`config.mk`:
```
export PLATFORM = sky130hd
export DESIGN_NAME = zfan_top
export DESIGN_NICKNAME = d
export VERILOG_FILES = /design/src/common/zfan_pkg.sv /design/src/common/zfan_pwm_if.sv /design/src/rtl/zfan_pwm.sv /design/src/rtl/zfan_top.sv
export VERILOG_INCLUDE_DIRS = /design/src /design/src/common
export SDC_FILE = /design/constraint.sdc
export NUM_CORES = 2
export LEC_CHECK = 0
export BUFFER_PORTS_ARGS = -buffer_cell sky130_fd_sc_hd__buf_2
export CORE_MARGIN = 3
export CORE_UTILIZATION = 59
export CTS_CLUSTER_SIZE = 12
export DETAILED_ROUTE_END_ITERATION = 8
export PLACE_DENSITY = 0.88
export SYNTH_ARGS = -nofsm -noshare
export SYNTH_HDL_FRONTEND = slang
export SYNTH_SLANG_ARGS = --single-unit
```
`constraint.sdc`:
```
create_clock -name aclk -period 14.2 [get_ports aclk]
set_clock_uncertainty 0.15 [all_clocks]
set_input_delay 0.71 -clock aclk [delete_from_list [all_inputs] [get_ports aclk]]
set_output_delay 0.71 -clock aclk [all_outputs]
set_load 0.05 [all_outputs]
```
`src/common/zfan_defs.svh`:
```
`ifndef ZFAN_DEFS_SVH
`define ZFAN_DEFS_SVH

// ----------------------------------------------------------------------
// Register byte offsets
// ----------------------------------------------------------------------
`define ZF_A_CTRL 32'h0000_0000
`define ZF_A_BIND 32'h0000_0004
`define ZF_A_MANUAL 32'h0000_0008
`define ZF_A_FLRHYS 32'h0000_000C
`define ZF_A_BASE 32'h0000_0010
`define ZF_A_TEMP0 32'h0000_0014
`define ZF_A_OFS0 32'h0000_0024
`define ZF_A_STATUS 32'h0000_0034
`define ZF_NREG 14
`define ZF_IDX_W 4
`define ZF_I_CTRL 4'h0
`define ZF_I_BIND 4'h1
`define ZF_I_MANUAL 4'h2
`define ZF_I_FLRHYS 4'h3
`define ZF_I_BASE 4'h4
`define ZF_I_TEMP0 4'h5
`define ZF_I_TEMP3 4'h8
`define ZF_I_OFS0A 4'h9
`define ZF_I_OFS0B 4'hA
`define ZF_I_OFS1A 4'hB
`define ZF_I_OFS1B 4'hC
`define ZF_I_STATUS 4'hD

// ----------------------------------------------------------------------
// Field positions and masks
// ----------------------------------------------------------------------
`define ZF_CTRL_HALF0 0
`define ZF_CTRL_HALF1 1
`define ZF_CTRL_LOW0 2
`define ZF_CTRL_OVR0 4
`define ZF_MASK_CTRL 32'h0000_003F
`define ZF_MASK_BYTE 32'h0000_00FF
`define ZF_MASK_HALF 32'h0000_FFFF
`define ZF_MASK_T9 32'h0000_01FF
`define ZF_MASK_ALL 32'hFFFF_FFFF
`define ZF_MASK_NONE 32'h0000_0000
`define ZF_RESET_WORD 32'h0000_0000

// ----------------------------------------------------------------------
// Duty codes and timing
// ----------------------------------------------------------------------
`define ZF_CODE_MIN 4'h1
`define ZF_CODE_FULL 4'hD
`define ZF_NSTEP 12
`define ZF_HF_SLOTS 16
`define ZF_LF_SLOTS 28
`define ZF_CLK_HZ 25000000
`define ZF_HF_HZ 22500
`define ZF_LF_HZ 100
`define ZF_HF_SLOT_CYC ((`ZF_CLK_HZ + `ZF_HF_HZ * `ZF_HF_SLOTS - 1) / \
	(`ZF_HF_HZ * `ZF_HF_SLOTS))
`define ZF_LF_SLOT_CYC ((`ZF_CLK_HZ + `ZF_LF_HZ * `ZF_LF_SLOTS - 1) / \
	(`ZF_LF_HZ * `ZF_LF_SLOTS))
`define ZF_RESP_OKAY 2'b00
`define ZF_RESP_SLVERR 2'b10

`endif

```
`src/common/zfan_pkg.sv`:
```
package zfan_pkg;
	typedef logic [3:0] zfan_code_t;
	typedef logic [10:0] zfan_temp_t;
	typedef logic [47:0] zfan_ofs_t;
endpackage

```
`src/common/zfan_pwm_if.sv`:
```
interface zfan_pwm_if;
	zfan_pkg::zfan_code_t duty_code;
	logic low_freq;
	logic pwm;
	modport ctl (output duty_code, output low_freq, input pwm);
	modport gen (input duty_code, input low_freq, output pwm);
endinterface

```
`src/rtl/zfan_pwm.sv`:
```
`include "zfan_defs.svh"

module zfan_pwm #(
	parameter int HF_SLOT_CYC = `ZF_HF_SLOT_CYC,
	parameter int LF_SLOT_CYC = `ZF_LF_SLOT_CYC
) (
	// Clock and reset
	input wire logic aclk,
	input wire logic aresetn,
	// Duty request and output
	zfan_pwm_if.gen port
);
	if (HF_SLOT_CYC < 1 || LF_SLOT_CYC < 1 ||
		LF_SLOT_CYC > 65535) begin : g_bad_slot
		$error("zfan_pwm: slot length out of range.");
	end

	logic [15:0] pre_q;
	logic [4:0] slot_q;
	logic [4:0] num_q;
	logic low_q;
	logic pwm_q;
	logic [15:0] pre_end;
	logic [4:0] slot_end;
	logic period_end;

	// ------------------------------------------------------------------
	// Code to active slots per period
	// ------------------------------------------------------------------
	function automatic logic [4:0] slots_of(zfan_pkg::zfan_code_t c,
		logic low);
		logic [4:0] n;
		n = 5'd0;
		if (c == 4'h0) begin
			n = 5'd0;
		end else if (c > `ZF_CODE_FULL) begin
			n = low ? 5'(`ZF_LF_SLOTS) : 5'(`ZF_HF_SLOTS);
		end else if (!low) begin
			n = 5'(c) + 5'd3;
		end else if (c <= 4'hA) begin
			n = 5'(c) + 5'd6;
		end else begin
			n = 5'd20 + 5'((c - 4'hB) << 2);
		end
		return n;
	endfunction

	// ------------------------------------------------------------------
	// Period timing
	// ------------------------------------------------------------------
	assign pre_end = low_q ? 16'(LF_SLOT_CYC - 1) : 16'(HF_SLOT_CYC - 1);
	assign slot_end = low_q ? 5'(`ZF_LF_SLOTS - 1) : 5'(`ZF_HF_SLOTS - 1);
	assign period_end = (pre_q == pre_end) && (slot_q == slot_end);

	always_ff @(posedge aclk) begin
		if (!aresetn) begin
			pre_q <= 16'h0000;
			slot_q <= 5'h00;
		end else if (pre_q >= pre_end) begin
			pre_q <= 16'h0000;
			slot_q <= (slot_q >= slot_end) ? 5'h00 : slot_q + 5'h01;
		end else begin
			pre_q <= pre_q + 16'h0001;
		end
	end

	// New code and frequency are taken only at a period boundary so that
	// a change never produces a runt pulse.
	always_ff @(posedge aclk) begin
		if (!aresetn) begin
			num_q <= 5'h00;
			low_q <= 1'b0;
		end else if (period_end) begin
			num_q <= slots_of(port.duty_code, port.low_freq);
			low_q <= port.low_freq;
		end
	end

	always_ff @(posedge aclk) begin
		if (!aresetn) begin
			pwm_q <= 1'b0;
		end else begin
			pwm_q <= slot_q < num_q;
		end
	end

	assign port.pwm = pwm_q;
endmodule

```
`src/rtl/zfan_top.sv`:
```
// Functional notes
// - PWM up to 22.5 kHz, 6.25% steps.
// - Twelve offsets, per-zone base, fixed step duties.
// - Zones 1/2 and 3/4 share offset sets.
// - One hysteresis per offset set.
// - Thresholds are cumulative offsets over base.
// - At or below base gives floor duty.
// - Zero offset step is skipped over.
// - Half-degree mode halves offset and hysteresis LSB.
// - Zones 1-3 nine bits; zone 4 left-justified.
// - Only bound zones drive an output.
// - Step duty depends on output frequency.
// - High-frequency code map, 25% plus 6.25% steps.
// - Low-frequency code map in 28ths.
// - Low frequency select switches duty mapping.
// - One shared code map, fourteen steps.
// - Interval search; last threshold gives 100%.
// - Lookup is one of several duty requests.
// - Final duty is maximum per override priority.
//
// The address map and the AXI4-Lite register port are this design's own decisions.
`include "zfan_defs.svh"

module zfan_top #(
	parameter int LF_SLOT_CYC = `ZF_LF_SLOT_CYC
) (
	// Clock and reset
	input wire logic aclk,
	input wire logic aresetn,
	// AXI4-Lite write address
	input wire logic [31:0] s_axi_awaddr,
	input wire logic s_axi_awvalid,
	output logic s_axi_awready,
	// AXI4-Lite write data
	input wire logic [31:0] s_axi_wdata,
	input wire logic [3:0] s_axi_wstrb,
	input wire logic s_axi_wvalid,
	output logic s_axi_wready,
	// AXI4-Lite write response
	output logic [1:0] s_axi_bresp,
	output logic s_axi_bvalid,
	input wire logic s_axi_bready,
	// AXI4-Lite read address
	input wire logic [31:0] s_axi_araddr,
	input wire logic s_axi_arvalid,
	output logic s_axi_arready,
	// AXI4-Lite read data
	output logic [31:0] s_axi_rdata,
	output logic [1:0] s_axi_rresp,
	output logic s_axi_rvalid,
	input wire logic s_axi_rready,
	// Other duty requests: a force flag shared by both outputs, then one code per output
	input wire logic force_full,
	input wire logic [7:0] regulator_overheat_duty,
	input wire logic [7:0] processor_throttle_duty,
	input wire logic [7:0] spinup_duty,
	// PWM outputs
	output logic [1:0] pwm_out
);
	localparam int HF_SLOT_CYC = `ZF_HF_SLOT_CYC;

	if (LF_SLOT_CYC < HF_SLOT_CYC || LF_SLOT_CYC > 65535) begin : g_bad_lf
		$error("zfan_top: LF_SLOT_CYC out of range.");
	end

	logic [31:0] regs_q [`ZF_NREG];
	zfan_pkg::zfan_code_t zone_code_q [4];
	zfan_pkg::zfan_code_t final_code [2];
	logic [31:0] aw_addr_q;
	logic [31:0] w_data_q;
	logic [3:0] w_strb_q;
	logic aw_have_q;
	logic w_have_q;
	logic bvalid_q;
	logic [1:0] bresp_q;
	logic rvalid_q;
	logic [1:0] rresp_q;
	logic [31:0] rdata_q;
	logic do_write;
	logic [31:0] w_mask;

	// ------------------------------------------------------------------
	// Decode helpers
	// ------------------------------------------------------------------
	function automatic logic addr_ok(logic [31:0] a);
		logic ok;
		ok = 1'b0;
		if (a[1:0] != 2'b00) begin
			ok = 1'b0;
		end else if (a > `ZF_A_STATUS) begin
			ok = 1'b0;
		end else begin
			ok = 1'b1;
		end
		return ok;
	endfunction

	function automatic logic [`ZF_IDX_W-1:0] addr_idx(logic [31:0] a);
		return a[`ZF_IDX_W+1:2];
	endfunction

	function automatic logic [31:0] wmask(logic [`ZF_IDX_W-1:0] i);
		logic [31:0] m;
		m = `ZF_MASK_NONE;
		if (i == `ZF_I_CTRL) begin
			m = `ZF_MASK_CTRL;
		end else if (i == `ZF_I_BIND || i == `ZF_I_MANUAL) begin
			m = `ZF_MASK_BYTE;
		end else if (i == `ZF_I_FLRHYS) begin
			m = `ZF_MASK_HALF;
		end else if (i == `ZF_I_BASE) begin
			m = `ZF_MASK_ALL;
		end else if (i == `ZF_I_TEMP3) begin
			m = `ZF_MASK_BYTE;
		end else if (i >= `ZF_I_TEMP0 && i < `ZF_I_TEMP3) begin
			m = `ZF_MASK_T9;
		end else if (i == `ZF_I_OFS0A || i == `ZF_I_OFS1A) begin
			m = `ZF_MASK_ALL;
		end else if (i == `ZF_I_OFS0B || i == `ZF_I_OFS1B) begin
			m = `ZF_MASK_HALF;
		end
		return m;
	endfunction

	function automatic zfan_pkg::zfan_code_t cmax(zfan_pkg::zfan_code_t a,
		zfan_pkg::zfan_code_t b);
		return (a > b) ? a : b;
	endfunction

	// Step code for a temperature in half-degree units. Step k+1 starts
	// where the offsets below it sum to; zero-width steps are passed over.
	function automatic zfan_pkg::zfan_code_t step_code(
		zfan_pkg::zfan_temp_t t, logic [7:0] base, zfan_pkg::zfan_ofs_t ofs,
		logic half, zfan_pkg::zfan_code_t floor_c);
		zfan_pkg::zfan_temp_t s;
		zfan_pkg::zfan_temp_t b;
		zfan_pkg::zfan_code_t c;
		b = {2'b00, base, 1'b0};
		s = b;
		c = `ZF_CODE_MIN;
		for (int k = 0; k < `ZF_NSTEP; k++) begin
			s = s + (half ? {7'h00, ofs[4*k +: 4]} :
				{6'h00, ofs[4*k +: 4], 1'b0});
			if (t >= s) begin
				c = c + 4'h1;
			end
		end
		// Passing every threshold ends at the full-duty code.
		if (t <= b) begin
			c = floor_c;
		end else begin
			c = cmax(c, floor_c);
		end
		return c;
	endfunction

	// ------------------------------------------------------------------
	// AXI4-Lite slave
	// ------------------------------------------------------------------
	assign s_axi_awready = !aw_have_q && !bvalid_q;
	assign s_axi_wready = !w_have_q && !bvalid_q;
	assign s_axi_arready = !rvalid_q;
	assign s_axi_bvalid = bvalid_q;
	assign s_axi_bresp = bresp_q;
	assign s_axi_rvalid = rvalid_q;
	assign s_axi_rresp = rresp_q;
	assign s_axi_rdata = rdata_q;
	assign do_write = aw_have_q && w_have_q && !bvalid_q;
	assign w_mask = wmask(addr_idx(aw_addr_q));

	always_ff @(posedge aclk) begin
		if (!aresetn) begin
			aw_have_q <= 1'b0;
			aw_addr_q <= 32'h0000_0000;
		end else if (s_axi_awvalid && s_axi_awready) begin
			aw_have_q <= 1'b1;
			aw_addr_q <= s_axi_awaddr;
		end else if (do_write) begin
			aw_have_q <= 1'b0;
		end
	end

	always_ff @(posedge aclk) begin
		if (!aresetn) begin
			w_have_q <= 1'b0;
			w_data_q <= 32'h0000_0000;
			w_strb_q <= 4'h0;
		end else if (s_axi_wvalid && s_axi_wready) begin
			w_have_q <= 1'b1;
			w_data_q <= s_axi_wdata;
			w_strb_q <= s_axi_wstrb;
		end else if (do_write) begin
			w_have_q <= 1'b0;
		end
	end

	always_ff @(posedge aclk) begin
		if (!aresetn) begin
			bvalid_q <= 1'b0;
			bresp_q <= `ZF_RESP_OKAY;
		end else if (do_write) begin
			bvalid_q <= 1'b1;
			bresp_q <= addr_ok(aw_addr_q) ? `ZF_RESP_OKAY : `ZF_RESP_SLVERR;
		end else if (s_axi_bready) begin
			bvalid_q <= 1'b0;
		end
	end

	// Register file; writes merge under the byte strobes.
	always_ff @(posedge aclk) begin
		if (!aresetn) begin
			for (int i = 0; i < `ZF_NREG; i++) begin
				regs_q[i] <= `ZF_RESET_WORD;
			end
		end else if (do_write && addr_ok(aw_addr_q)) begin
			for (int b = 0; b < 4; b++) begin
				if (w_strb_q[b]) begin
					regs_q[addr_idx(aw_addr_q)][8*b +: 8] <=
						w_data_q[8*b +: 8] & w_mask[8*b +: 8];
				end
			end
		end
	end

	always_ff @(posedge aclk) begin
		if (!aresetn) begin
			rvalid_q <= 1'b0;
			rresp_q <= `ZF_RESP_OKAY;
			rdata_q <= 32'h0000_0000;
		end else if (s_axi_arvalid && s_axi_arready) begin
			rvalid_q <= 1'b1;
			if (!addr_ok(s_axi_araddr)) begin
				rresp_q <= `ZF_RESP_SLVERR;
				rdata_q <= 32'h0000_0000;
			end else if (addr_idx(s_axi_araddr) == `ZF_I_STATUS) begin
				rresp_q <= `ZF_RESP_OKAY;
				rdata_q <= {8'h00, final_code[1], final_code[0],
					zone_code_q[3], zone_code_q[2],
					zone_code_q[1], zone_code_q[0]};
			end else begin
				rresp_q <= `ZF_RESP_OKAY;
				rdata_q <= regs_q[addr_idx(s_axi_araddr)];
			end
		end else if (s_axi_rready) begin
			rvalid_q <= 1'b0;
		end
	end

	// ------------------------------------------------------------------
	// Zone lookup with hysteresis
	// ------------------------------------------------------------------
	zfan_pkg::zfan_ofs_t tbl_ofs [2];
	assign tbl_ofs[0] = {regs_q[`ZF_I_OFS0B][15:0], regs_q[`ZF_I_OFS0A]};
	assign tbl_ofs[1] = {regs_q[`ZF_I_OFS1B][15:0], regs_q[`ZF_I_OFS1A]};

	for (genvar z = 0; z < 4; z++) begin : g_zone
		localparam int T = z / 2;
		logic half;
		logic [3:0] hyst;
		zfan_pkg::zfan_code_t floor_c;
		zfan_pkg::zfan_temp_t temp;
		zfan_pkg::zfan_temp_t temp_h;
		zfan_pkg::zfan_code_t up_c;
		zfan_pkg::zfan_code_t dn_c;
		assign half = regs_q[`ZF_I_CTRL][`ZF_CTRL_HALF0 + T];
		assign hyst = regs_q[`ZF_I_FLRHYS][8 + 4*T +: 4];
		assign floor_c = regs_q[`ZF_I_FLRHYS][4*T +: 4];
		if (z == 3) begin : g_z4
			// Eight-bit whole degrees, left-justified into half units.
			assign temp = {2'b00, regs_q[`ZF_I_TEMP3][7:0], 1'b0};
		end else begin : g_z9
			assign temp = half ? {2'b00, regs_q[`ZF_I_TEMP0 + z][8:0]} :
				{2'b00, regs_q[`ZF_I_TEMP0 + z][8:1], 1'b0};
		end
		assign temp_h = temp + (half ? {7'h00, hyst} : {6'h00, hyst, 1'b0});
		assign up_c = step_code(temp, regs_q[`ZF_I_BASE][8*z +: 8],
			tbl_ofs[T], half, floor_c);
		assign dn_c = step_code(temp_h, regs_q[`ZF_I_BASE][8*z +: 8],
			tbl_ofs[T], half, floor_c);

		always_ff @(posedge aclk) begin
			if (!aresetn) begin
				zone_code_q[z] <= 4'h0;
			end else if (up_c > zone_code_q[z]) begin
				zone_code_q[z] <= up_c;
			end else if (dn_c < zone_code_q[z]) begin
				zone_code_q[z] <= dn_c;
			end
		end
	end

	// ------------------------------------------------------------------
	// Per-output arbitration and PWM generation
	// ------------------------------------------------------------------
	for (genvar p = 0; p < 2; p++) begin : g_out
		zfan_pkg::zfan_code_t auto_c;
		zfan_pkg::zfan_code_t common_c;
		logic [3:0] bind_m;
		logic ovr;
		zfan_pwm_if pif ();
		assign bind_m = regs_q[`ZF_I_BIND][4*p +: 4];
		assign ovr = regs_q[`ZF_I_CTRL][`ZF_CTRL_OVR0 + p];

		always_comb begin
			auto_c = 4'h0;
			for (int z = 0; z < 4; z++) begin
				if (bind_m[z]) begin
					auto_c = cmax(auto_c, zone_code_q[z]);
				end
			end
		end

		// Codes are compared, not duties: both maps rise with the code.
		assign common_c = cmax(force_full ? `ZF_CODE_FULL : 4'h0,
			cmax(regulator_overheat_duty[4*p +: 4],
			processor_throttle_duty[4*p +: 4]));
		assign final_code[p] = ovr ?
			cmax(common_c, regs_q[`ZF_I_MANUAL][4*p +: 4]) :
			cmax(common_c, cmax(auto_c, spinup_duty[4*p +: 4]));

		assign pif.duty_code = final_code[p];
		assign pif.low_freq = regs_q[`ZF_I_CTRL][`ZF_CTRL_LOW0 + p];
		assign pwm_out[p] = pif.pwm;

		zfan_pwm #(
			.HF_SLOT_CYC(HF_SLOT_CYC),
			.LF_SLOT_CYC(LF_SLOT_CYC)
		) u_pwm (
			.aclk(aclk),
			.aresetn(aresetn),
			.port(pif.gen)
		);
	end
endmodule

```
==> metrics <==
area of the multi-input gates=approximately 60000 µm²; synthesized area=78100 µm²; Yosys cell types=138; Most used DFF post-synth=edfxtp_1; all-layer global routing usage=0.365; CP Capture Type=flop; initial antenna violation count=10; wire length per cell=24.2 µm; height of the die=370 µm; number of enable flip-flop cells after synthesis=528; clk slew on worst S/H paths=around 0.07 ns; Sequential Area=19100 µm²; sequential-to-total area share from yosys stat=0.244; hold wc startpoint=s_axi_wdata[26]; Nets=10.7k; CTS tree=done; Worst EP required=about 15 ns; io pins=175; number of H-tree levels=3; CTS root buffer=clkbuf_16; clock buffer depth=3; end of the worst hold path=w_data_q[26]; Yosys warning total=0; Final Hold Fails=0; Remaining DRCs=0; slowest library cell on the worst path=edfxtp_1; Post-DRT Antenna Nets=0; Rows=132; post-synthesis cell count=8206; Startpoint Class=flop; Crit Path Class=flop to flop; die width=370 µm; Via density=between 6 and 7; most frequent cells in the layout=ha_1 (1387), inv_1 (565), edfxtp_1 (528), nand2_1 (498), buf_4 (490); first-pass detailed-route iteration total=9; Die ar.=137000 µm²; fin crit share=0.995; cells on worst reg2reg path=67; largest net degree at the start of global routing=around 120; CTS Buf Count=74; vias in the first global route=68.7k; fill count=around 9.4k; Total Wirelength=roughly 260 mm; # setup viols final=0; Core ar.=130000 µm²; Area Overhead vs Synth=16.1%; I/O Buffers=172; max_slew headroom=0.0643; GRT overflow=0; Syn Area/Cell=9.52 µm²; reg2reg start=regs_q[0][1]; reg2reg end=zone_code_q[2][0]; Worst Tran Pin Value=1.39 ns; Hold WC Path Type=input pin to flop; first-pass GRT wire length=390 mm; Initial DRC Count=~8.2k; final-report max-slew violation count=0; CTS Sinks=690; synthesis-stage register bit count=690; routability congestion estimate=1.05; layout cells sized above 1=0.190; commonest non-fill, non-tap cell in the layout=ha_1; Async SR Flop Fraction=0; clk_lat worst skew=0.70 ns; Peak Freq=70.7 MHz; max incr delay on CP=0.49 ns; most used cell, CP=ha_1; critical path fanouts, max=7; status=complete, no violations; post-route minimum period=roughly 14 ns; Hold Path Cell Cnt=3; initial core utilization=0.599; DR vias=70.3k; r2r setup slk=0.07 ns; hpwl dp=203 mm; CP arrival=14.48 ns; Post-Place Cells=10.7k; Max Cap Viol=0; Post-Layout Cell Count=roughly 11k
critical path, delay by kind of cell, from the launching register on:
family,cells,cell delay (ns)
AO/OA/AOI/OAI,19,3.08
flip-flops,1,0.49
XOR/XNOR,10,1.84
adder cells (fa/ha/maj),14,3.96
buffers and inverters,8,1.05
AND/OR/NAND/NOR,11,1.71
multiplexers,5,1.57
layer usage:
metal	up-vias	GRT usage	wire (µm)
met5	-	0.00356	159
met4	16	0.206	19100
met3	1148	0.0886	30800
met2	4209	0.570	115000
met1	33362	0.462	98000
li1	31525	-	-
worst max path at each step:
stage | to | slack [ns] | from | cells after the start
after detailed placement | zone_code_q[2][1] | -0.47 | regs_q[0][1] | 68
final | zone_code_q[2][0] | 0.07 | regs_q[0][1] | 67
after global routing | zone_code_q[2][0] | -0.46 | regs_q[0][1] | 68
after global placement | zone_code_q[1][0] | 0.06 | regs_q[0][0] | 63
after floorplan | zone_code_q[2][0] | 0.005 | regs_q[0][1] | 72
after CTS | zone_code_q[2][1] | 0.0005 | regs_q[0][1] | 68
synthesized netlist by cell type, drive strengths merged, types with 60 or more instances:
| cell | instances | share of area |
|---|---|---|
| a21boi | 87 | 0.0084 |
| clkbuf | 135 | 0.0065 |
| and2 | 101 | 0.0081 |
| xnor2 | 368 | 0.045 |
| nand2 | 506 | 0.024 |
| a21o | 378 | 0.036 |
| ha | 1433 | 0.23 |
| o21ai | 424 | 0.027 |
| nor2 | 496 | 0.024 |
| o21a | 75 | 0.0072 |
| nor2b | 298 | 0.024 |
| nand4 | 60 | 0.0048 |
| dfxtp | 162 | 0.042 |
| a21oi | 549 | 0.036 |
| inv | 595 | 0.029 |
| nand2b | 275 | 0.022 |
| nor3 | 120 | 0.0079 |
| mux2i | 84 | 0.011 |
| edfxtp | 528 | 0.20 |
| nand3 | 142 | 0.0091 |
| mux2 | 158 | 0.023 |
| mux4 | 160 | 0.046 |
| xor2 | 175 | 0.021 |
cell type report:
cell class                 instances  share of cell area
tap                             1742              0.0240
inverter                         599              0.0249
multi-input combinational       7053               0.663
clock inverter                    26             0.00359
timing repair buffer             669              0.0513
antenna                            5            0.000138
clock buffer                     106              0.0223
sequential                       690               0.211
metrics by stage:
| step | TNS, ns | utilization | worst slack (ns) | instance area [µm²] | hold WS (ns) |
|---|---|---|---|---|---|
| floorplan | 0 | - | 0.00512 | 79400 | 0.280 |
| global placement | 0 | 0.650 | 0.0624 | 84800 | 0.297 |
| detailed placement | -5.39 | 0.650 | -0.469 | 84800 | 0.303 |
| CTS | 0 | 0.670 | 0.000544 | 87400 | 0.0900 |
| global route | -8.58 | 0.695 | -0.461 | 90700 | 0.107 |
| finish | 0 | 0.695 | 0.0656 | 90700 | 0.113 |
sequential cells by signal, indices dropped and copies added, names as in the netlist, 2 cells and up:
| register | cells |
|---|---|
| w_data_q | 32 |
| g_out.u_pwm.num_q | 10 |
| w_strb_q | 4 |
| g_out.u_pwm.port.pwm | 2 |
| regs_q | 512 |
| zone_code_q | 16 |
| aw_addr_q | 32 |
| g_out.u_pwm.pre_q | 32 |
| g_out.u_pwm.low_q | 2 |
| s_axi_rdata | 32 |
| g_out.u_pwm.slot_q | 10 |
logic make-up after synthesis:
logic type	synth area share
AND/OR/NAND/NOR	0.154
AO/OA/AOI/OAI	0.164
adder cells (fa/ha/maj)	0.245
buffers and inverters	0.0383
flip-flops	0.244
XOR/XNOR	0.0744
multiplexers	0.0800
other	0.0000480
timing repair:
item	CTS	global route
hold buffers	0	0
pin swaps	10	162
buffers inserted	8	81
gates resized for setup	43	545
endpoints found under the setup margin	28	32
Power is left out: the tool's default activity adds up to more than one toggle a clock period on the data nets, which glitch-free logic cannot reach.
